$ cat src/rtl/split_timer_pkg.sv
// Constants for the split auto-reload timer control block
// Assumes an 8-bit special-function-register bus on the system clock
package split_timer_pkg;
  // Register addresses on the special-function-register bus
  localparam logic [7:0] ADDR_CONTROL = 8'h91;
  localparam logic [7:0] ADDR_RELOAD_LOW = 8'h92;
  // Reset values
  localparam logic [7:0] CONTROL_RESET = 8'h00;
  localparam logic [7:0] RELOAD_RESET = 8'h00;
  // Control register field positions
  localparam int BIT_HIGH_FLAG = 7;
  localparam int BIT_LOW_FLAG = 6;
  localparam int BIT_LOW_IRQ_EN = 5;
  localparam int BIT_CAPTURE_EN = 4;
  localparam int BIT_SPLIT = 3;
  localparam int BIT_RUN = 2;
  localparam int BIT_CAPTURE_SRC = 1;
  localparam int BIT_EXT_CLOCK = 0;
  // Byte limits
  localparam logic [7:0] BYTE_MAX = 8'hff;
  localparam logic [7:0] BYTE_ZERO = 8'h00;
  // Prescaler terminal counts: divide by 12 and by 8
  localparam logic [3:0] DIV12_LAST = 4'hb;
  localparam logic [3:0] DIV8_LAST = 4'h7;
  localparam logic [3:0] DIV_ZERO = 4'h0;
endpackage

$ cat src/rtl/byte_counter.sv
// One 8-bit up counter with reload and carry out
// Assumes the enclosing block decides tick, carry-in and reload
`timescale 1ns/100ps
module byte_counter
  import split_timer_pkg::*;
(
  // Clock and reset
  input wire logic clk_i,
  input wire logic rst_i,
  // Control
  input wire logic tick_i,
  input wire logic load_i,
  input wire logic [7:0] load_value_i,
  input wire logic reload_i,
  input wire logic [7:0] reload_value_i,
  // State
  output logic [7:0] count_o,
  output logic wrap_o
);
  logic [7:0] count;
  logic [7:0] next_count;

  // Wrap when a tick meets the top value
  assign wrap_o = tick_i && (count == BYTE_MAX);
  assign count_o = count;

  // Next count: software load, then reload on wrap, then increment
  always_comb begin
    next_count = count;
    if (load_i) begin
      next_count = load_value_i;
    end else if (wrap_o && reload_i) begin
      next_count = reload_value_i;
    end else if (tick_i) begin
      next_count = count + 8'h01;
    end
  end

  // Count register
  always_ff @(posedge clk_i) begin
    if (rst_i) begin
      count <= BYTE_ZERO;
    end else begin
      count <= next_count;
    end
  end
endmodule // byte_counter

$ cat src/rtl/split_timer.sv
// Timer three: control register, reload low byte, counters, capture
// Assumes the processor's register bus on clk_i, one cycle writes, combinational reads
`timescale 1ns/100ps
module split_timer
  import split_timer_pkg::*;
(
  // Clock and reset
  input wire logic clk_i,
  input wire logic rst_i,
  // Register bus
  input wire logic [7:0] sfr_addr_i,
  input wire logic sfr_write_i,
  input wire logic [7:0] sfr_wdata_i,
  output logic [7:0] sfr_rdata_o,
  // Interrupt enable and request
  input wire logic timer_irq_enable_i,
  output logic timer_irq_o,
  // Clock sources and capture
  input wire logic ext_clock_i,
  input wire logic low_frequency_oscillator_i,
  input wire logic high_half_clock_select_i,
  input wire logic low_half_clock_select_i,
  // Count and reload high byte from the neighbouring registers
  input wire logic count_low_write_i,
  input wire logic count_high_write_i,
  input wire logic reload_high_write_i,
  input wire logic [7:0] count_wdata_i,
  output logic [7:0] count_low_byte_o,
  output logic [7:0] count_high_byte_o,
  output logic [7:0] timer_three_reload_high_o
);
  // ==========================================================
  // Registers
  logic [7:0] timer_three_control;
  logic [7:0] timer_three_reload_low;
  logic [7:0] timer_three_reload_high;
  logic [7:0] next_control;
  logic [7:0] next_reload_low;
  logic [7:0] next_reload_high;
  logic ctrl_write;
  logic reload_low_write;
  logic high_overflow_flag;
  logic low_overflow_flag;
  logic low_overflow_irq_enable;
  logic osc_capture_enable;
  logic split_enable;
  logic run_bit;
  logic capture_source_select;
  logic ext_clock_select;

  assign high_overflow_flag = timer_three_control[BIT_HIGH_FLAG];
  assign low_overflow_flag = timer_three_control[BIT_LOW_FLAG];
  assign low_overflow_irq_enable = timer_three_control[BIT_LOW_IRQ_EN];
  assign osc_capture_enable = timer_three_control[BIT_CAPTURE_EN];
  assign split_enable = timer_three_control[BIT_SPLIT];
  assign run_bit = timer_three_control[BIT_RUN];
  assign capture_source_select = timer_three_control[BIT_CAPTURE_SRC];
  assign ext_clock_select = timer_three_control[BIT_EXT_CLOCK];

  // Address decode
  always_comb begin
    ctrl_write = 1'b0;
    reload_low_write = 1'b0;
    if (sfr_write_i && sfr_addr_i == ADDR_CONTROL) begin
      ctrl_write = 1'b1;
    end else if (sfr_write_i && sfr_addr_i == ADDR_RELOAD_LOW) begin
      reload_low_write = 1'b1;
    end
  end

  // ==========================================================
  // Input synchronisers: three stages, change taken when 2 and 3 agree
  logic [2:0] ext_sync;
  logic [2:0] osc_sync;
  logic ext_level;
  logic osc_level;
  logic next_ext_level;
  logic next_osc_level;

  always_comb begin
    next_ext_level = (ext_sync[1] == ext_sync[2]) ? ext_sync[2] : ext_level;
    next_osc_level = (osc_sync[1] == osc_sync[2]) ? osc_sync[2] : osc_level;
  end

  always_ff @(posedge clk_i) begin
    if (rst_i) begin
      ext_sync <= 3'h0;
      osc_sync <= 3'h0;
      ext_level <= 1'b0;
      osc_level <= 1'b0;
    end else begin
      ext_sync <= {ext_sync[1:0], ext_clock_i};
      osc_sync <= {osc_sync[1:0], low_frequency_oscillator_i};
      ext_level <= next_ext_level;
      osc_level <= next_osc_level;
    end
  end

  // ==========================================================
  // Prescalers
  logic [3:0] div12_count;
  logic [3:0] div8_count;
  logic [3:0] next_div12;
  logic [3:0] next_div8;
  logic ext_rise;
  logic osc_fall;
  logic div12_tick;
  logic div8_tick;
  logic divided_tick;

  assign ext_rise = next_ext_level && !ext_level;
  assign osc_fall = !next_osc_level && osc_level;
  assign div12_tick = (div12_count == DIV12_LAST);
  assign div8_tick = ext_rise && (div8_count == DIV8_LAST);
  assign divided_tick = ext_clock_select ? div8_tick : div12_tick;

  always_comb begin
    next_div12 = div12_tick ? DIV_ZERO : div12_count + 4'h1;
    next_div8 = div8_count;
    if (div8_tick) begin
      next_div8 = DIV_ZERO;
    end else if (ext_rise) begin
      next_div8 = div8_count + 4'h1;
    end
  end

  always_ff @(posedge clk_i) begin
    if (rst_i) begin
      div12_count <= DIV_ZERO;
      div8_count <= DIV_ZERO;
    end else begin
      div12_count <= next_div12;
      div8_count <= next_div8;
    end
  end

  // ==========================================================
  // Counters
  logic low_clock;
  logic high_clock;
  logic low_tick;
  logic high_tick;
  logic low_wrap;
  logic high_wrap;
  logic [7:0] count_low;
  logic [7:0] count_high;

  // Per-half clock choice
  assign low_clock = low_half_clock_select_i ? 1'b1 : divided_tick;
  assign high_clock = high_half_clock_select_i ? 1'b1 : divided_tick;
  // Low byte free-runs in split mode
  assign low_tick = low_clock && (run_bit || split_enable);
  // High byte: own clock when split, carry from low otherwise
  assign high_tick = split_enable ? (high_clock && run_bit) : low_wrap;

  byte_counter low_counter (
    .clk_i(clk_i),
    .rst_i(rst_i),
    .tick_i(low_tick),
    .load_i(count_low_write_i),
    .load_value_i(count_wdata_i),
    .reload_i(split_enable || (count_high == BYTE_MAX)),
    .reload_value_i(timer_three_reload_low),
    .count_o(count_low),
    .wrap_o(low_wrap)
  );

  byte_counter high_counter (
    .clk_i(clk_i),
    .rst_i(rst_i),
    .tick_i(high_tick),
    .load_i(count_high_write_i),
    .load_value_i(count_wdata_i),
    .reload_i(1'b1),
    .reload_value_i(timer_three_reload_high),
    .count_o(count_high),
    .wrap_o(high_wrap)
  );

  // ==========================================================
  // Control and reload next values
  logic capture_event;
  assign capture_event = osc_capture_enable && capture_source_select && osc_fall;

  always_comb begin
    next_control = timer_three_control;
    next_reload_low = timer_three_reload_low;
    next_reload_high = timer_three_reload_high;
    if (ctrl_write) begin
      next_control = sfr_wdata_i;
    end
    // Hardware sets win over software clears
    if (high_wrap) begin
      next_control[BIT_HIGH_FLAG] = 1'b1;
    end
    if (low_wrap) begin
      next_control[BIT_LOW_FLAG] = 1'b1;
    end
    if (reload_low_write) begin
      next_reload_low = sfr_wdata_i;
    end
    if (reload_high_write_i) begin
      next_reload_high = count_wdata_i;
    end
    if (capture_event) begin
      next_reload_low = count_low;
      next_reload_high = count_high;
    end
  end

  always_ff @(posedge clk_i) begin
    if (rst_i) begin
      timer_three_control <= CONTROL_RESET;
      timer_three_reload_low <= RELOAD_RESET;
      timer_three_reload_high <= RELOAD_RESET;
    end else begin
      timer_three_control <= next_control;
      timer_three_reload_low <= next_reload_low;
      timer_three_reload_high <= next_reload_high;
    end
  end

  // ==========================================================
  // Capture interrupt latch
  logic capture_pending;
  logic next_capture_pending;
  always_comb begin
    next_capture_pending = capture_pending;
    if (capture_event) begin
      next_capture_pending = 1'b1;
    end else if (ctrl_write) begin
      next_capture_pending = 1'b0;
    end
  end
  always_ff @(posedge clk_i) begin
    if (rst_i) begin
      capture_pending <= 1'b0;
    end else begin
      capture_pending <= next_capture_pending;
    end
  end

  // Interrupt request level
  assign timer_irq_o = timer_irq_enable_i && (high_overflow_flag
    || (low_overflow_irq_enable && low_overflow_flag) || capture_pending);

  // ==========================================================
  // Read data
  always_comb begin
    sfr_rdata_o = BYTE_ZERO;
    if (sfr_addr_i == ADDR_CONTROL) begin
      sfr_rdata_o = timer_three_control;
    end else if (sfr_addr_i == ADDR_RELOAD_LOW) begin
      sfr_rdata_o = timer_three_reload_low;
    end
  end

  assign count_low_byte_o = count_low;
  assign count_high_byte_o = count_high;
  assign timer_three_reload_high_o = timer_three_reload_high;
endmodule // split_timer

$ cat config.mk
export PLATFORM = sky130hd
export DESIGN_NAME = split_timer
export DESIGN_NICKNAME = d
export VERILOG_FILES = /design/src/rtl/split_timer_pkg.sv /design/src/rtl/byte_counter.sv /design/src/rtl/split_timer.sv
export SDC_FILE = /design/constraint.sdc
export NUM_CORES = 1
export LEC_CHECK = 0
export BUFFER_PORTS_ARGS = -buffer_cell sky130_fd_sc_hd__buf_2
export CORE_ASPECT_RATIO = 1.4
export CORE_MARGIN = 2
export CORE_UTILIZATION = 30
export DETAILED_ROUTE_END_ITERATION = 7
export GPL_ROUTABILITY_DRIVEN = 0
export GPL_TIMING_DRIVEN = 0
export HOLD_SLACK_MARGIN = 0.03
export PLACE_DENSITY = 0.47
export SKIP_LAST_GASP = 1
export SLEW_MARGIN = 20
export SYNTH_ARGS = -nofsm -noshare
export SYNTH_HDL_FRONTEND = slang
export SYNTH_HIERARCHICAL = 1
export SYNTH_SLANG_ARGS = --single-unit
$ cat constraint.sdc
create_clock -name clk_i -period 4.9 [get_ports clk_i]
set_clock_uncertainty 0.2 [all_clocks]
set_input_delay 0.735 -clock clk_i [delete_from_list [all_inputs] [get_ports clk_i]]
set_output_delay 0.735 -clock clk_i [all_outputs]
set_load 0.01 [all_outputs]
* After elaboration in Yosys (flattened, before gate mapping)
Index checks and enable logic that the tools add are counted.
** Storage, ports and cells
- Output and inout port bits :: 33
- Register bits after elaboration :: 57
- Logic and storage cells :: 81
** Cells by class
- $add $sub $neg :: 4
- Reduce and logical (&&, ||, !) cells :: 29
- Muxes and demuxes :: 26
- Eq/ne operators :: 8
** Operators with widths (count)
- 8-bit two-way mux :: 13
- 8-bit equality test, second input constant :: 4
- 8-bit by 1-bit adder with 8-bit output, second input constant :: 2
- 1-bit logical AND :: 14
- 1-bit two-way mux :: 13
- 2-bit nonzero test :: 5
- 4-bit by 1-bit adder with 4-bit output, second input constant :: 2
- 3-bit nonzero test :: 2
- 4-bit by 3-bit equality test with 1-bit output, second input constant :: 1
- 4-bit equality test, second input constant :: 1
- 1-bit logical OR :: 4
- 2-bit OR reduction :: 2
- 1-bit equality test :: 2
- 1-bit zero test :: 2

* Logic depth before layout (Yosys ltp)
Gate-level depths: netlist of the first run.
- Word-level depth :: 12
- Gate-level depth with buffers :: 14
- Depth with buffers taken out :: 12

* Modules after synthesis
Netlist of the first run, hierarchy kept.
** By module, submodules not included
- split_timer :: cells each 218, area each 2028.2 sq um, times used 1
- byte_counter :: cells each 66, area each 551.8 sq um, times used 2

* Least setup slack after synthesis of the first run
No wires, ideal clock.
- Path kind :: in2out
- From :: in sfr_addr_i[3]
- To :: out sfr_rdata_o[0]
- Data required time :: 3.965 ns
- Stages on the path :: 4
- Data arrival time :: 1.863 ns
- Setup slack :: 2.102 ns
- Path through :: or4b_1 buf_6 nor2_2 a22o_1
** Between the ends
- Word-level cells in the longest chain between the ends :: 3
** RTL lines
- from (decl) :: line split_timer.sv:11 : input wire logic [7:0] sfr_addr_i,
- 8-bit equality test :: line split_timer.sv:253 : end else if (sfr_addr_i == ADDR_RELOAD_LOW) begin
- 8-bit two-way mux :: line split_timer.sv:253
- 8-bit two-way mux * :: line split_timer.sv:251 : if (sfr_addr_i == ADDR_CONTROL) begin
- to (decl) :: line split_timer.sv:14 : output logic [7:0] sfr_rdata_o,
Mark *: on every way between the ends. The rest lies on a longest branch, timed or not.

* Worst setup path in the final report of the first run
- From :: reg div12_count[0]
- To :: reg high_counter.count[6], in the netlist high_counter/count_o[6]
** Between the ends
- Word-level cells in the longest chain between the ends :: 9
** RTL lines
- from (decl) :: line split_timer.sv:101 : logic [3:0] div12_count;
- from (signal assigned) :: line split_timer.sv:132 : div12_count <= next_div12;
- 4-bit equality test * :: line split_timer.sv:113 : assign div12_tick = (div12_count == DIV12_LAST);
- 1-bit two-way mux * :: line split_timer.sv:115 : assign divided_tick = ext_clock_select ? div8_tick : div12_tick;
- 1-bit two-way mux * :: line split_timer.sv:149 : assign low_clock = low_half_clock_select_i ? 1'b1 : divided_tick;
- 1-bit logical AND * :: line split_timer.sv:152 : assign low_tick = low_clock && (run_bit || split_enable);
- named net low_tick :: line split_timer.sv:141 : logic low_tick;
- 1-bit logical AND * :: line byte_counter.sv:24 : assign wrap_o = tick_i && (count == BYTE_MAX);
- named net low_wrap :: line split_timer.sv:143 : logic low_wrap;
- 1-bit two-way mux * :: line split_timer.sv:154 : assign high_tick = split_enable ? (high_clock && run_bit) : low_wrap;
- named net high_tick :: line split_timer.sv:142 : logic high_tick;
- 1-bit logical AND :: line byte_counter.sv:24
- 8-bit two-way mux :: line byte_counter.sv:32 : end else if (wrap_o && reload_i) begin
- 8-bit two-way mux :: line byte_counter.sv:30 : if (load_i) begin
- to (signal assigned) :: line byte_counter.sv:44 : count <= next_count;
- to (decl) :: line byte_counter.sv:20 : logic [7:0] count;
The timed path passes the listed nets; every way through them passes the cells marked *.
A chain may end at the register's enable or synchronous reset.

==> results.tsv, run 1 <==
metric	value	unit
Hold Path Class	reg2reg	
initial DRC count	177	
Die ar.	11300	um^2
Post-Syn Instances	350	
Pleak	0.00151	uW
endpoint type of the worst setup path	flop	
Worst-Margin Slew	642	ps
Worst Path Required	4910	ps
hpwl dp	7480	um
Yosys top cell by area	dfxtp_1	
Setup TNS Final	0	ps
row cnt	44	
CP Class	reg2reg	
Clock Latency Late Sink	330	ps
Core Box Area	10300	um^2
largest net degree at the start of global routing	11	
Post-Route WL	9940	um
root buffer cell	clkbuf_16	
CP arrival	3340	ps
asr flop ratio synth	0	%
cts hold-fix bufs	0	
Remaining Overflow, GRT	0	
number of flops mapped to enable cells by yosys	0	
Startpoint Class	flop	
first-pass GRT wire length	15800	um
routed vias/inst	5.40	
Starting Density	30.4	%
Yosys cell types	50	
post-CTS sizing	0	
period utilization	68.0	%
Area contributors post-synth	dfxtp_1 36%, mux2i_1 6.7%, nand4_1 4.2%	
most numerous cell in the Yosys netlist	dfxtp_1	
ANT cells	0	
max-cap violations	0	
status	complete, no violations	
initial antenna violation count	0	
sequential fraction of the synthesis area	36.4	%
Synth Register Bits	57	
DRT antenna net count	0	
TritonCTS clock tree	yes	
post-CTS setup buffers	0	
Power Density	329	nW/um^2
Synth Area per Inst	8.95	um^2
M1 GR Usage	21.2	%
fin nets	467	
slew margin rel.	57.1	%
post-synth top area share	36.4	%
met2 GRT Util	32.2	%
VDD IR max	153	uV
fmax	300	MHz
minimum clock period	3330	ps
H-tree Lvls	3	
worst setup margin	1570	ps
mapped cell area	3130	um^2
Crit Path Max Fanout	10	
Layout area overhead	26.7	%
I/O pin total	68	
total CTS buffers	9	
ys flop type	dfxtp_1	
die height	125	um
All-Layer GR Usage	18.2	%
Synth top cells by count	57 x dfxtp_1, 26 x a21oi_1, 23 x nor3_1	
DR WL/cell	17.4	um
GRT busiest layer	met2	
yosys warns	6	
share of layout cells above drive strength 1	24.0	%
DRC	0	
CTS clock-pin slew for the worst setup and hold paths	50	ps
worst setup slack after placement	1600	ps
total number of vias	3082	
Sink Count	57	
Min Hold Slack	236	ps
Slew Limit Fails	0	
width of the die	90.4	um
final setup violation count	0	
CTS max path bufs	2	
unrepaired setup endpoints after global routing	no	
vias in the first global route	2917	
PortBufs	65	
met3 usage	3.21	%
DR pass1 iterations	5	
final hold vios	0	
-- metal layers --
metal / vias to the layer above / wire length, um
met2: 102 / 5110
met4: 0 / 208
met3: 15 / 431
li1: 1529 / -
met1: 1436 / 4190
met5: - / 0
-- sequential cells by signal (all words and copies together) (netlist names) --
| name | count |
|---|---|
| ext_level | 1 |
| timer_three_control | 8 |
| timer_three_reload_low | 8 |
| div12_count | 4 |
| low_counter/count_o | 8 |
| osc_level | 1 |
| ext_sync | 3 |
| div8_count | 4 |
| timer_three_reload_high_o | 8 |
| capture_pending | 1 |
| high_counter/count_o | 8 |
| osc_sync | 3 |
-- final timing paths --
path                                     start                       to  slack (ps)  cells after the start
worst max-delay path            div12_count[0]  high_counter/count_o[6]        1570                     14
worst min-delay path               ext_sync[0]              ext_sync[1]         240                      1
worst max register to register  div12_count[0]  high_counter/count_o[6]        1570                     14
worst min register to register     ext_sync[0]              ext_sync[1]         240                      1
-- placed cells by master (no fill, tap or decap), types with 5 or more instances in the layout --
| cell | netlist | layout |
|---|---|---|
| inv_1 | 5 | 5 |
| a22o_1 | 8 | 8 |
| clkbuf_16 | 0 | 9 |
| a311oi_1 | 12 | 12 |
| mux2i_1 | 21 | 21 |
| nor3_1 | 23 | 23 |
| nor3b_1 | 9 | 9 |
| clkbuf_1 | 14 | 14 |
| a21oi_1 | 26 | 26 |
| dfxtp_1 | 57 | 57 |
| nand4_1 | 21 | 21 |
| o22ai_1 | 7 | 7 |
| nor2b_1 | 9 | 9 |
| buf_2 | 8 | 73 |
| o31ai_1 | 15 | 15 |
| nor2_1 | 13 | 13 |
| a211oi_1 | 9 | 9 |
| xnor2_1 | 6 | 6 |
| nand2_1 | 11 | 11 |
| nand3_1 | 9 | 9 |
-- power by group --
group,internal [uW],switching (uW)
clock network,470,223
registers,480,25.0
logic,46.5,58.4
-- kinds of logic (layout without fill, tap and decap cells) --
logic type,after synthesis,in the layout,share of synthesized area (%)
adders and majority gates,4,4,1.60
AOI/OAI and AO/OA,101,101,23.1
xor gates and xnor gates,7,7,1.96
buffers and inverters,33,114,4.99
DFF,57,57,36.4
and+or+nand+nor,126,126,25.1
muxes,21,21,6.71
other,1,3,0.120
-- metrics by stage --
stage | instances | util [%] | area, um^2 | power [uW]
floorplan | 352 | - | 3140 | 568
global route | 571 | 38.5 | 3970 | 1350
CTS | 571 | 38.5 | 3970 | 1320
finish | 571 | 38.5 | 3970 | 1300
global placement | 555 | 35.3 | 3640 | 618
detailed placement | 555 | 35.3 | 3640 | 619
-- area by class of cell --
| class | instances | area (um^2) |
|---|---|---|
| fillers | 1072 | 6330 |
| multi-input cells | 262 | 1840 |
| flip-flops and latches | 57 | 1140 |
| repair buffers | 65 | 325 |
| clock buffers | 11 | 253 |
| well taps | 138 | 173 |
| plain buffers | 26 | 130 |
| clock inverters | 5 | 77.6 |
| inverters | 7 | 26.3 |
-- critical path, stage by stage (launching register included) --
cell,delay [ps]
dfxtp_1,360
ha_1,230
nor4bb_1,370
a311oi_1,120
nor2_1,160
buf_2,240
nand3_1,100
nor3_1,160
inv_1,90
o22ai_1,200
buf_2,260
nand2_1,180
nor2_2,140
nor3_1,50
a2111oi_1,360
(Power assumes the default switching activity.)
==> inputs of run 2 (changes only) <==
--- a/config.mk
+++ b/config.mk
@@ -13,7 +13,7 @@
 export GPL_ROUTABILITY_DRIVEN = 0
 export GPL_TIMING_DRIVEN = 0
 export HOLD_SLACK_MARGIN = 0.03
-export PLACE_DENSITY = 0.47
+export PLACE_DENSITY = 0.49
 export SKIP_LAST_GASP = 1
 export SLEW_MARGIN = 20
 export SYNTH_ARGS = -nofsm -noshare
==> constraint.sdc (replaced) <==
create_clock -name clk_i -period 2.9 [get_ports clk_i]
set_clock_uncertainty 0.2 [all_clocks]
set_input_delay 0.435 -clock clk_i [delete_from_list [all_inputs] [get_ports clk_i]]
set_output_delay 0.435 -clock clk_i [all_outputs]
set_load 0.01 [all_outputs]
==> run 2 against run 1 <==
Net effect:
- clock power up 67%
- count of clock-buffer cells in the layout unchanged
- non-clock buffer count up 7
- largest cell class unchanged
- combinational power up 74%
- flip-flop and latch count unchanged
- die area unchanged
- sequential power up 69%
- critical endpoint unchanged
- via count up 2.2%
- worst setup slack worse by 1500 ps
- register-to-register slack worse by 1500 ps
- largest power group unchanged
- total power up 69%
==> results.tsv, run 2 (synthesis gave the netlist of run 1 again) <==
metric	value	unit	change
share of layout cells above drive strength 1	29.1	%	was 24.0%
CP Class	reg2reg		unchanged
largest net degree at the start of global routing	11		unchanged
DR pass1 iterations	4		was 5
most frequent cells in the layout	71 x buf_2, 52 x dfxtp_1, 26 x a21oi_1		was 73 x buf_2, 57 x dfxtp_1, 26 x a21oi_1
unrepaired setup endpoints after global routing	yes		was no
commonest non-fill, non-tap cell in the layout	buf_2		unchanged
Sink Count	57		unchanged
Worst-Margin Slew	630	ps	was 642 ps
routed vias/inst	5.45		was 5.40
Setup crit start	div8_count[0]		was div12_count[0]
DRT antenna net count	0		unchanged
hold path cells	2		was 1
DR WL/cell	17.4	um	about the same
Core Box Area	10300	um^2	unchanged
period utilization	98.1	%	was 68.0%
Layout area overhead	31.8	%	was 26.7%
Design Area, Final	4130	um^2	was 3970 um^2
Die ar.	11300	um^2	unchanged
width of the die	90.4	um	unchanged
total CTS buffers	9		unchanged
All-Layer GR Usage	17.8	%	was 18.2%
Power Density	533	nW/um^2	was 329 nW/um^2
Tot Pwr	2200	uW	was 1300 uW
initial antenna violation count	0		unchanged
hold_sp	ext_clock_i		was ext_sync[0]
VDD IR max	292	uV	was 153 uV
Reg2Reg Depth	14		unchanged
crit-path cells	ha_4, and3b_2, a311oi_2, nor2_1, buf_4, nand3_2, nor3_2, inv_1, o22ai_2, buf_6, nand2_1, nor2_2, nor3_1, a2111oi_1		was ha_1, nor4bb_1, a311oi_1, nor2_1, buf_2, nand3_1, nor3_1, inv_1, o22ai_1, buf_2, nand2_1, nor2_2, nor3_1, a2111oi_1
ANT cells	0		unchanged
total number of vias	3149		was 3,082
Crit Path Max Fanout	4		was 10
I/O pin total	68		unchanged
Hold Path Class	in2reg		was reg2reg
minimum clock period	2850	ps	was 3330 ps
H-tree Lvls	3		unchanged
vias in the first global route	3116		was 2,917
CTS max path bufs	2		unchanged
root buffer cell	clkbuf_16		unchanged
Post-Route WL	10000	um	was 9940 um
Pleak	0.00155	uW	was 0.00151 uW
hpwl dp	7570	um	was 7480 um
final hold vios	0		unchanged
max-cap violations	0		unchanged
R2R Path End	high_counter/count_o[6]		unchanged
Starting Density	30.4	%	unchanged
Worst path depth	14		unchanged
DRC	0		unchanged
endpoint type of the worst setup path	flop		unchanged
CP max stage delay	360	ps	was 370 ps
DP Area	3640	um^2	unchanged
Slew Limit Fails	0		unchanged
status	complete, no violations		unchanged
CP max stage cell	dfxtp_4		was nor4bb_1
Clock Latency Late Sink	320	ps	was 330 ps
slew margin rel.	57.9	%	was 57.1%
Setup TNS Final	0	ps	unchanged
Startpoint Class	flop		unchanged
die height	125	um	unchanged
fin nets	474		was 467
CP arrival	2860	ps	was 3340 ps
FF-to-FF setup slack	50	ps	was 1570 ps
Remaining Overflow, GRT	0		unchanged
Worst Path Required	2910	ps	was 4910 ps
CTS clock-pin slew for the worst setup and hold paths	50	ps	about the same
Hold Crit Endpoint	ext_sync[0]		was ext_sync[1]
TritonCTS clock tree	yes		unchanged
PortBufs	65		unchanged
crit-path leading delay family	simple AND/OR/NAND/NOR gates		unchanged
initial DRC count	100		was 177
final setup violation count	0		unchanged
fmax	351	MHz	was 300 MHz
row cnt	44		unchanged
first-pass GRT wire length	16000	um	was 15,800 um
worst path bufs/invs	3		unchanged
beginning of the worst register-to-register path	div8_count[0]		was div12_count[0]
==> run 2: cell count changes in the layout (fill, tap and decap cells not counted), sizes merged <==
cell / previous run / this run
buf: 77 / 84
==> run 2: worst max-delay path by stage <==
stage	to	slack, ps
2_1_floorplan	high_counter/count_o[6]	230
3_3_place_gp	high_counter/count_o[6]	-360
3_5_place_dp	high_counter/count_o[6]	-390
4_1_cts	high_counter/count_o[6]	1
5_1_grt	high_counter/count_o[4]	-130
6_report	high_counter/count_o[6]	50
==> run 2: where the power goes <==
group	internal, uW	switching (uW)	leakage (uW)
Combinational	81.8	101	0.000918
Sequential	811	44.2	0.000468
Clock	795	367	0.000162
==> run 2: cell type report <==
cell class	instances	area (um^2)
Fill cell	1091	6170
Clock buffer	11	253
Timing Repair Buffer	72	382
Buffer	26	139
Inverter	7	26.3
Tap cell	138	173
Sequential cell	57	1150
Clock inverter	5	77.6
Multi-Input combinational cell	262	1930
==> run 2: layer usage <==
metal / routed length (um) / global-route usage (%) / up-vias
met2: 5080 / 31.2 / 83
met5: 0 / 0 / -
met3: 400 / 4.05 / 17
met4: 250 / 8.05 / 0
met1: 4310 / 20.5 / 1508
li1: - / - / 1541
==> run 2: what timing repair did <==
action,in CTS,in global routing
pin swaps,1,12
gates resized for setup,8,20
buffers inserted,3,4
setup endpoints to repair,9,9
hold buffers,0,0
==> run 2: metrics by stage <==
step	worst slack [ps]	util, %	instances	hold WS, ps
after global placement	-356	35.3	555	218
after floorplan	231	-	352	214
after global routing	-134	40.1	578	131
after CTS	0.989	39.2	574	112
after detailed placement	-392	35.3	555	229
final	54.3	40.1	578	118
==> inputs of run 3 (changes only) <==
--- a/config.mk
+++ b/config.mk
@@ -5,7 +5,7 @@
 export SDC_FILE = /design/constraint.sdc
 export NUM_CORES = 1
 export LEC_CHECK = 0
-export BUFFER_PORTS_ARGS = -buffer_cell sky130_fd_sc_hd__buf_2
+export BUFFER_PORTS_ARGS = -buffer_cell sky130_fd_sc_hd__clkbuf_2
 export CORE_ASPECT_RATIO = 1.4
 export CORE_MARGIN = 2
 export CORE_UTILIZATION = 30
==> run 3 against run 2 <==
Net effect:
- first-iteration DRC count grew 70%
- global-route usage grew 0.52 points
- routed wire length grew 0.68%
- worst setup slack gained 140 ps
- die area is the same
- total power grew 8.2%
- largest cell class unchanged
==> results.tsv, run 3 (synthesis gave the netlist of run 1 again) <==
metric	value	unit	change
max-cap violations	0		unchanged
Post-Route WL	10100	um	was 10,000 um
row cnt	44		unchanged
Worst Path Required	2910	ps	about the same
Power Density	568	nW/um^2	was 533 nW/um^2
period utilization	93.3	%	was 98.1%
CTS clock-pin slew for the worst setup and hold paths	50	ps	about the same
Startpoint Class	flop		unchanged
status	complete, no violations		unchanged
All-Layer GR Usage	18.4	%	was 17.8%
I/O pin total	68		unchanged
CP Class	reg2reg		unchanged
Crit Path Max Fanout	4		unchanged
fin cells	577		was 578
DP Cell Count	555		unchanged
die height	125	um	unchanged
area of the multi-input gates	1950	um^2	was 1930 um^2
root buffer cell	clkbuf_16		unchanged
Hold Path Class	in2reg		unchanged
endpoint type of the worst setup path	flop		unchanged
most frequent cells in the layout	65 x clkbuf_2, 52 x dfxtp_1, 26 x a21oi_1		was 71 x buf_2, 52 x dfxtp_1, 26 x a21oi_1
largest net degree at the start of global routing	11		unchanged
minimum clock period	2710	ps	was 2850 ps
CP arrival	2710	ps	was 2860 ps
Starting Density	30.4	%	unchanged
Pleak	0.00156	uW	was 0.00155 uW
routed vias/inst	5.46		was 5.45
VDD IR max	250	uV	was 292 uV
vias in the first global route	3148		was 3,116
Slew Limit Fails	0		unchanged
final setup violation count	0		unchanged
first-pass GRT wire length	16400	um	was 16,000 um
Layout area overhead	33.9	%	was 31.8%
fin nets	473		was 474
initial antenna violation count	0		unchanged
ANT cells	0		unchanged
# fillers	1083		was 1,091
Die ar.	11300	um^2	unchanged
cts hold-fix bufs	0		unchanged
total CTS buffers	9		unchanged
commonest non-fill, non-tap cell in the layout	clkbuf_2		was buf_2
Register Area	1160	um^2	was 1150 um^2
TritonCTS clock tree	yes		unchanged
width of the die	90.4	um	unchanged
Remaining Overflow, GRT	0		unchanged
Min Hold Slack	113	ps	was 118 ps
hpwl dp	7600	um	was 7570 um
DR WL/cell	17.5	um	was 17.4 um
Core Box Area	10300	um^2	unchanged
hold path cells	2		unchanged
fmax	370	MHz	was 351 MHz
slew margin rel.	57.5	%	was 57.9%
share of layout cells above drive strength 1	29.6	%	was 29.1%
DR pass1 iterations	6		was 4
CTS max path bufs	2		unchanged
DRC	0		unchanged
Worst-Margin Slew	635	ps	was 630 ps
DRT antenna net count	0		unchanged
total number of vias	3151		was 3,149
H-tree Lvls	3		unchanged
initial DRC count	170		was 100
unrepaired setup endpoints after global routing	yes		unchanged
Clock Latency Late Sink	330	ps	was 320 ps
Reg2Reg Depth	15		was 14
final hold vios	0		unchanged
PortBufs	65		unchanged
Util after Layout	40.7	%	was 40.1%
Sink Count	57		unchanged
## run 3: cell type report
class                      count  share of cell area (%)
multi-input combinational    262                    46.5
clock inverter                 5                    2.98
timing repair buffer          71                    8.83
tap                          138                    4.12
sequential                    57                    27.6
buffer                        26                    3.31
clock buffer                  11                    6.03
inverter                       7                   0.627
## run 3: what timing repair did
action | CTS | global route
pin swaps | 2 | 5
endpoints found under the hold margin | 0 | 0
endpoints found under the setup margin | 9 | 9
gates resized for setup | 10 | 24
setup buffers | 3 | 3
## run 3: worst max-delay path, stage by stage, from the launching register on
cell and delay [ps]:
dfxtp_4 360, ha_4 150, nor4bb_4 230, a311oi_2 90, nor2_1 170, buf_4 150, nand3_2 80, nor3_2 160
inv_2 80, o22ai_4 170, buf_6 130, buf_4 130, nand4_1 110, xnor2_1 160, mux2i_1 130, o2bb2ai_1 80
## run 3: path summary, 6_finish.rpt
kind	from	slack [ps]	to
setup reg to reg	div12_count[1]	190	high_counter/count_o[4]
hold / removal	ext_clock_i	110	ext_sync[0]
setup / recovery	div12_count[1]	190	high_counter/count_o[4]
hold reg to reg	osc_sync[0]	240	osc_sync[1]
## run 3: metrics by stage
step	area, um^2	TNS, ps	setup slack (ps)	total power, uW
2_1_floorplan	3140	0	231	960
3_3_place_gp	3640	-2350	-358	1040
3_5_place_dp	3640	-2630	-423	1050
4_1_cts	4090	0	2.38	2400
5_1_grt	4190	-26.7	-22.2	2470
6_report	4190	0	194	2380
## run 3: power by group
part	leakage [uW]	switching (uW)	internal, uW
Sequential	0.000469	45.8	810
Clock	0.000186	372	971
Combinational	0.000903	101	81.0
Total	0.00156	519	1860
## run 3: metal layers
layer | up-vias | GRT usage, % | routed length, um
li1 | 1542 | - | -
met1 | 1507 | 21.0 | 4330
met2 | 84 | 32.2 | 5190
met3 | 18 | 2.84 | 295
met4 | 0 | 10.4 | 293
met5 | - | 0 | 0
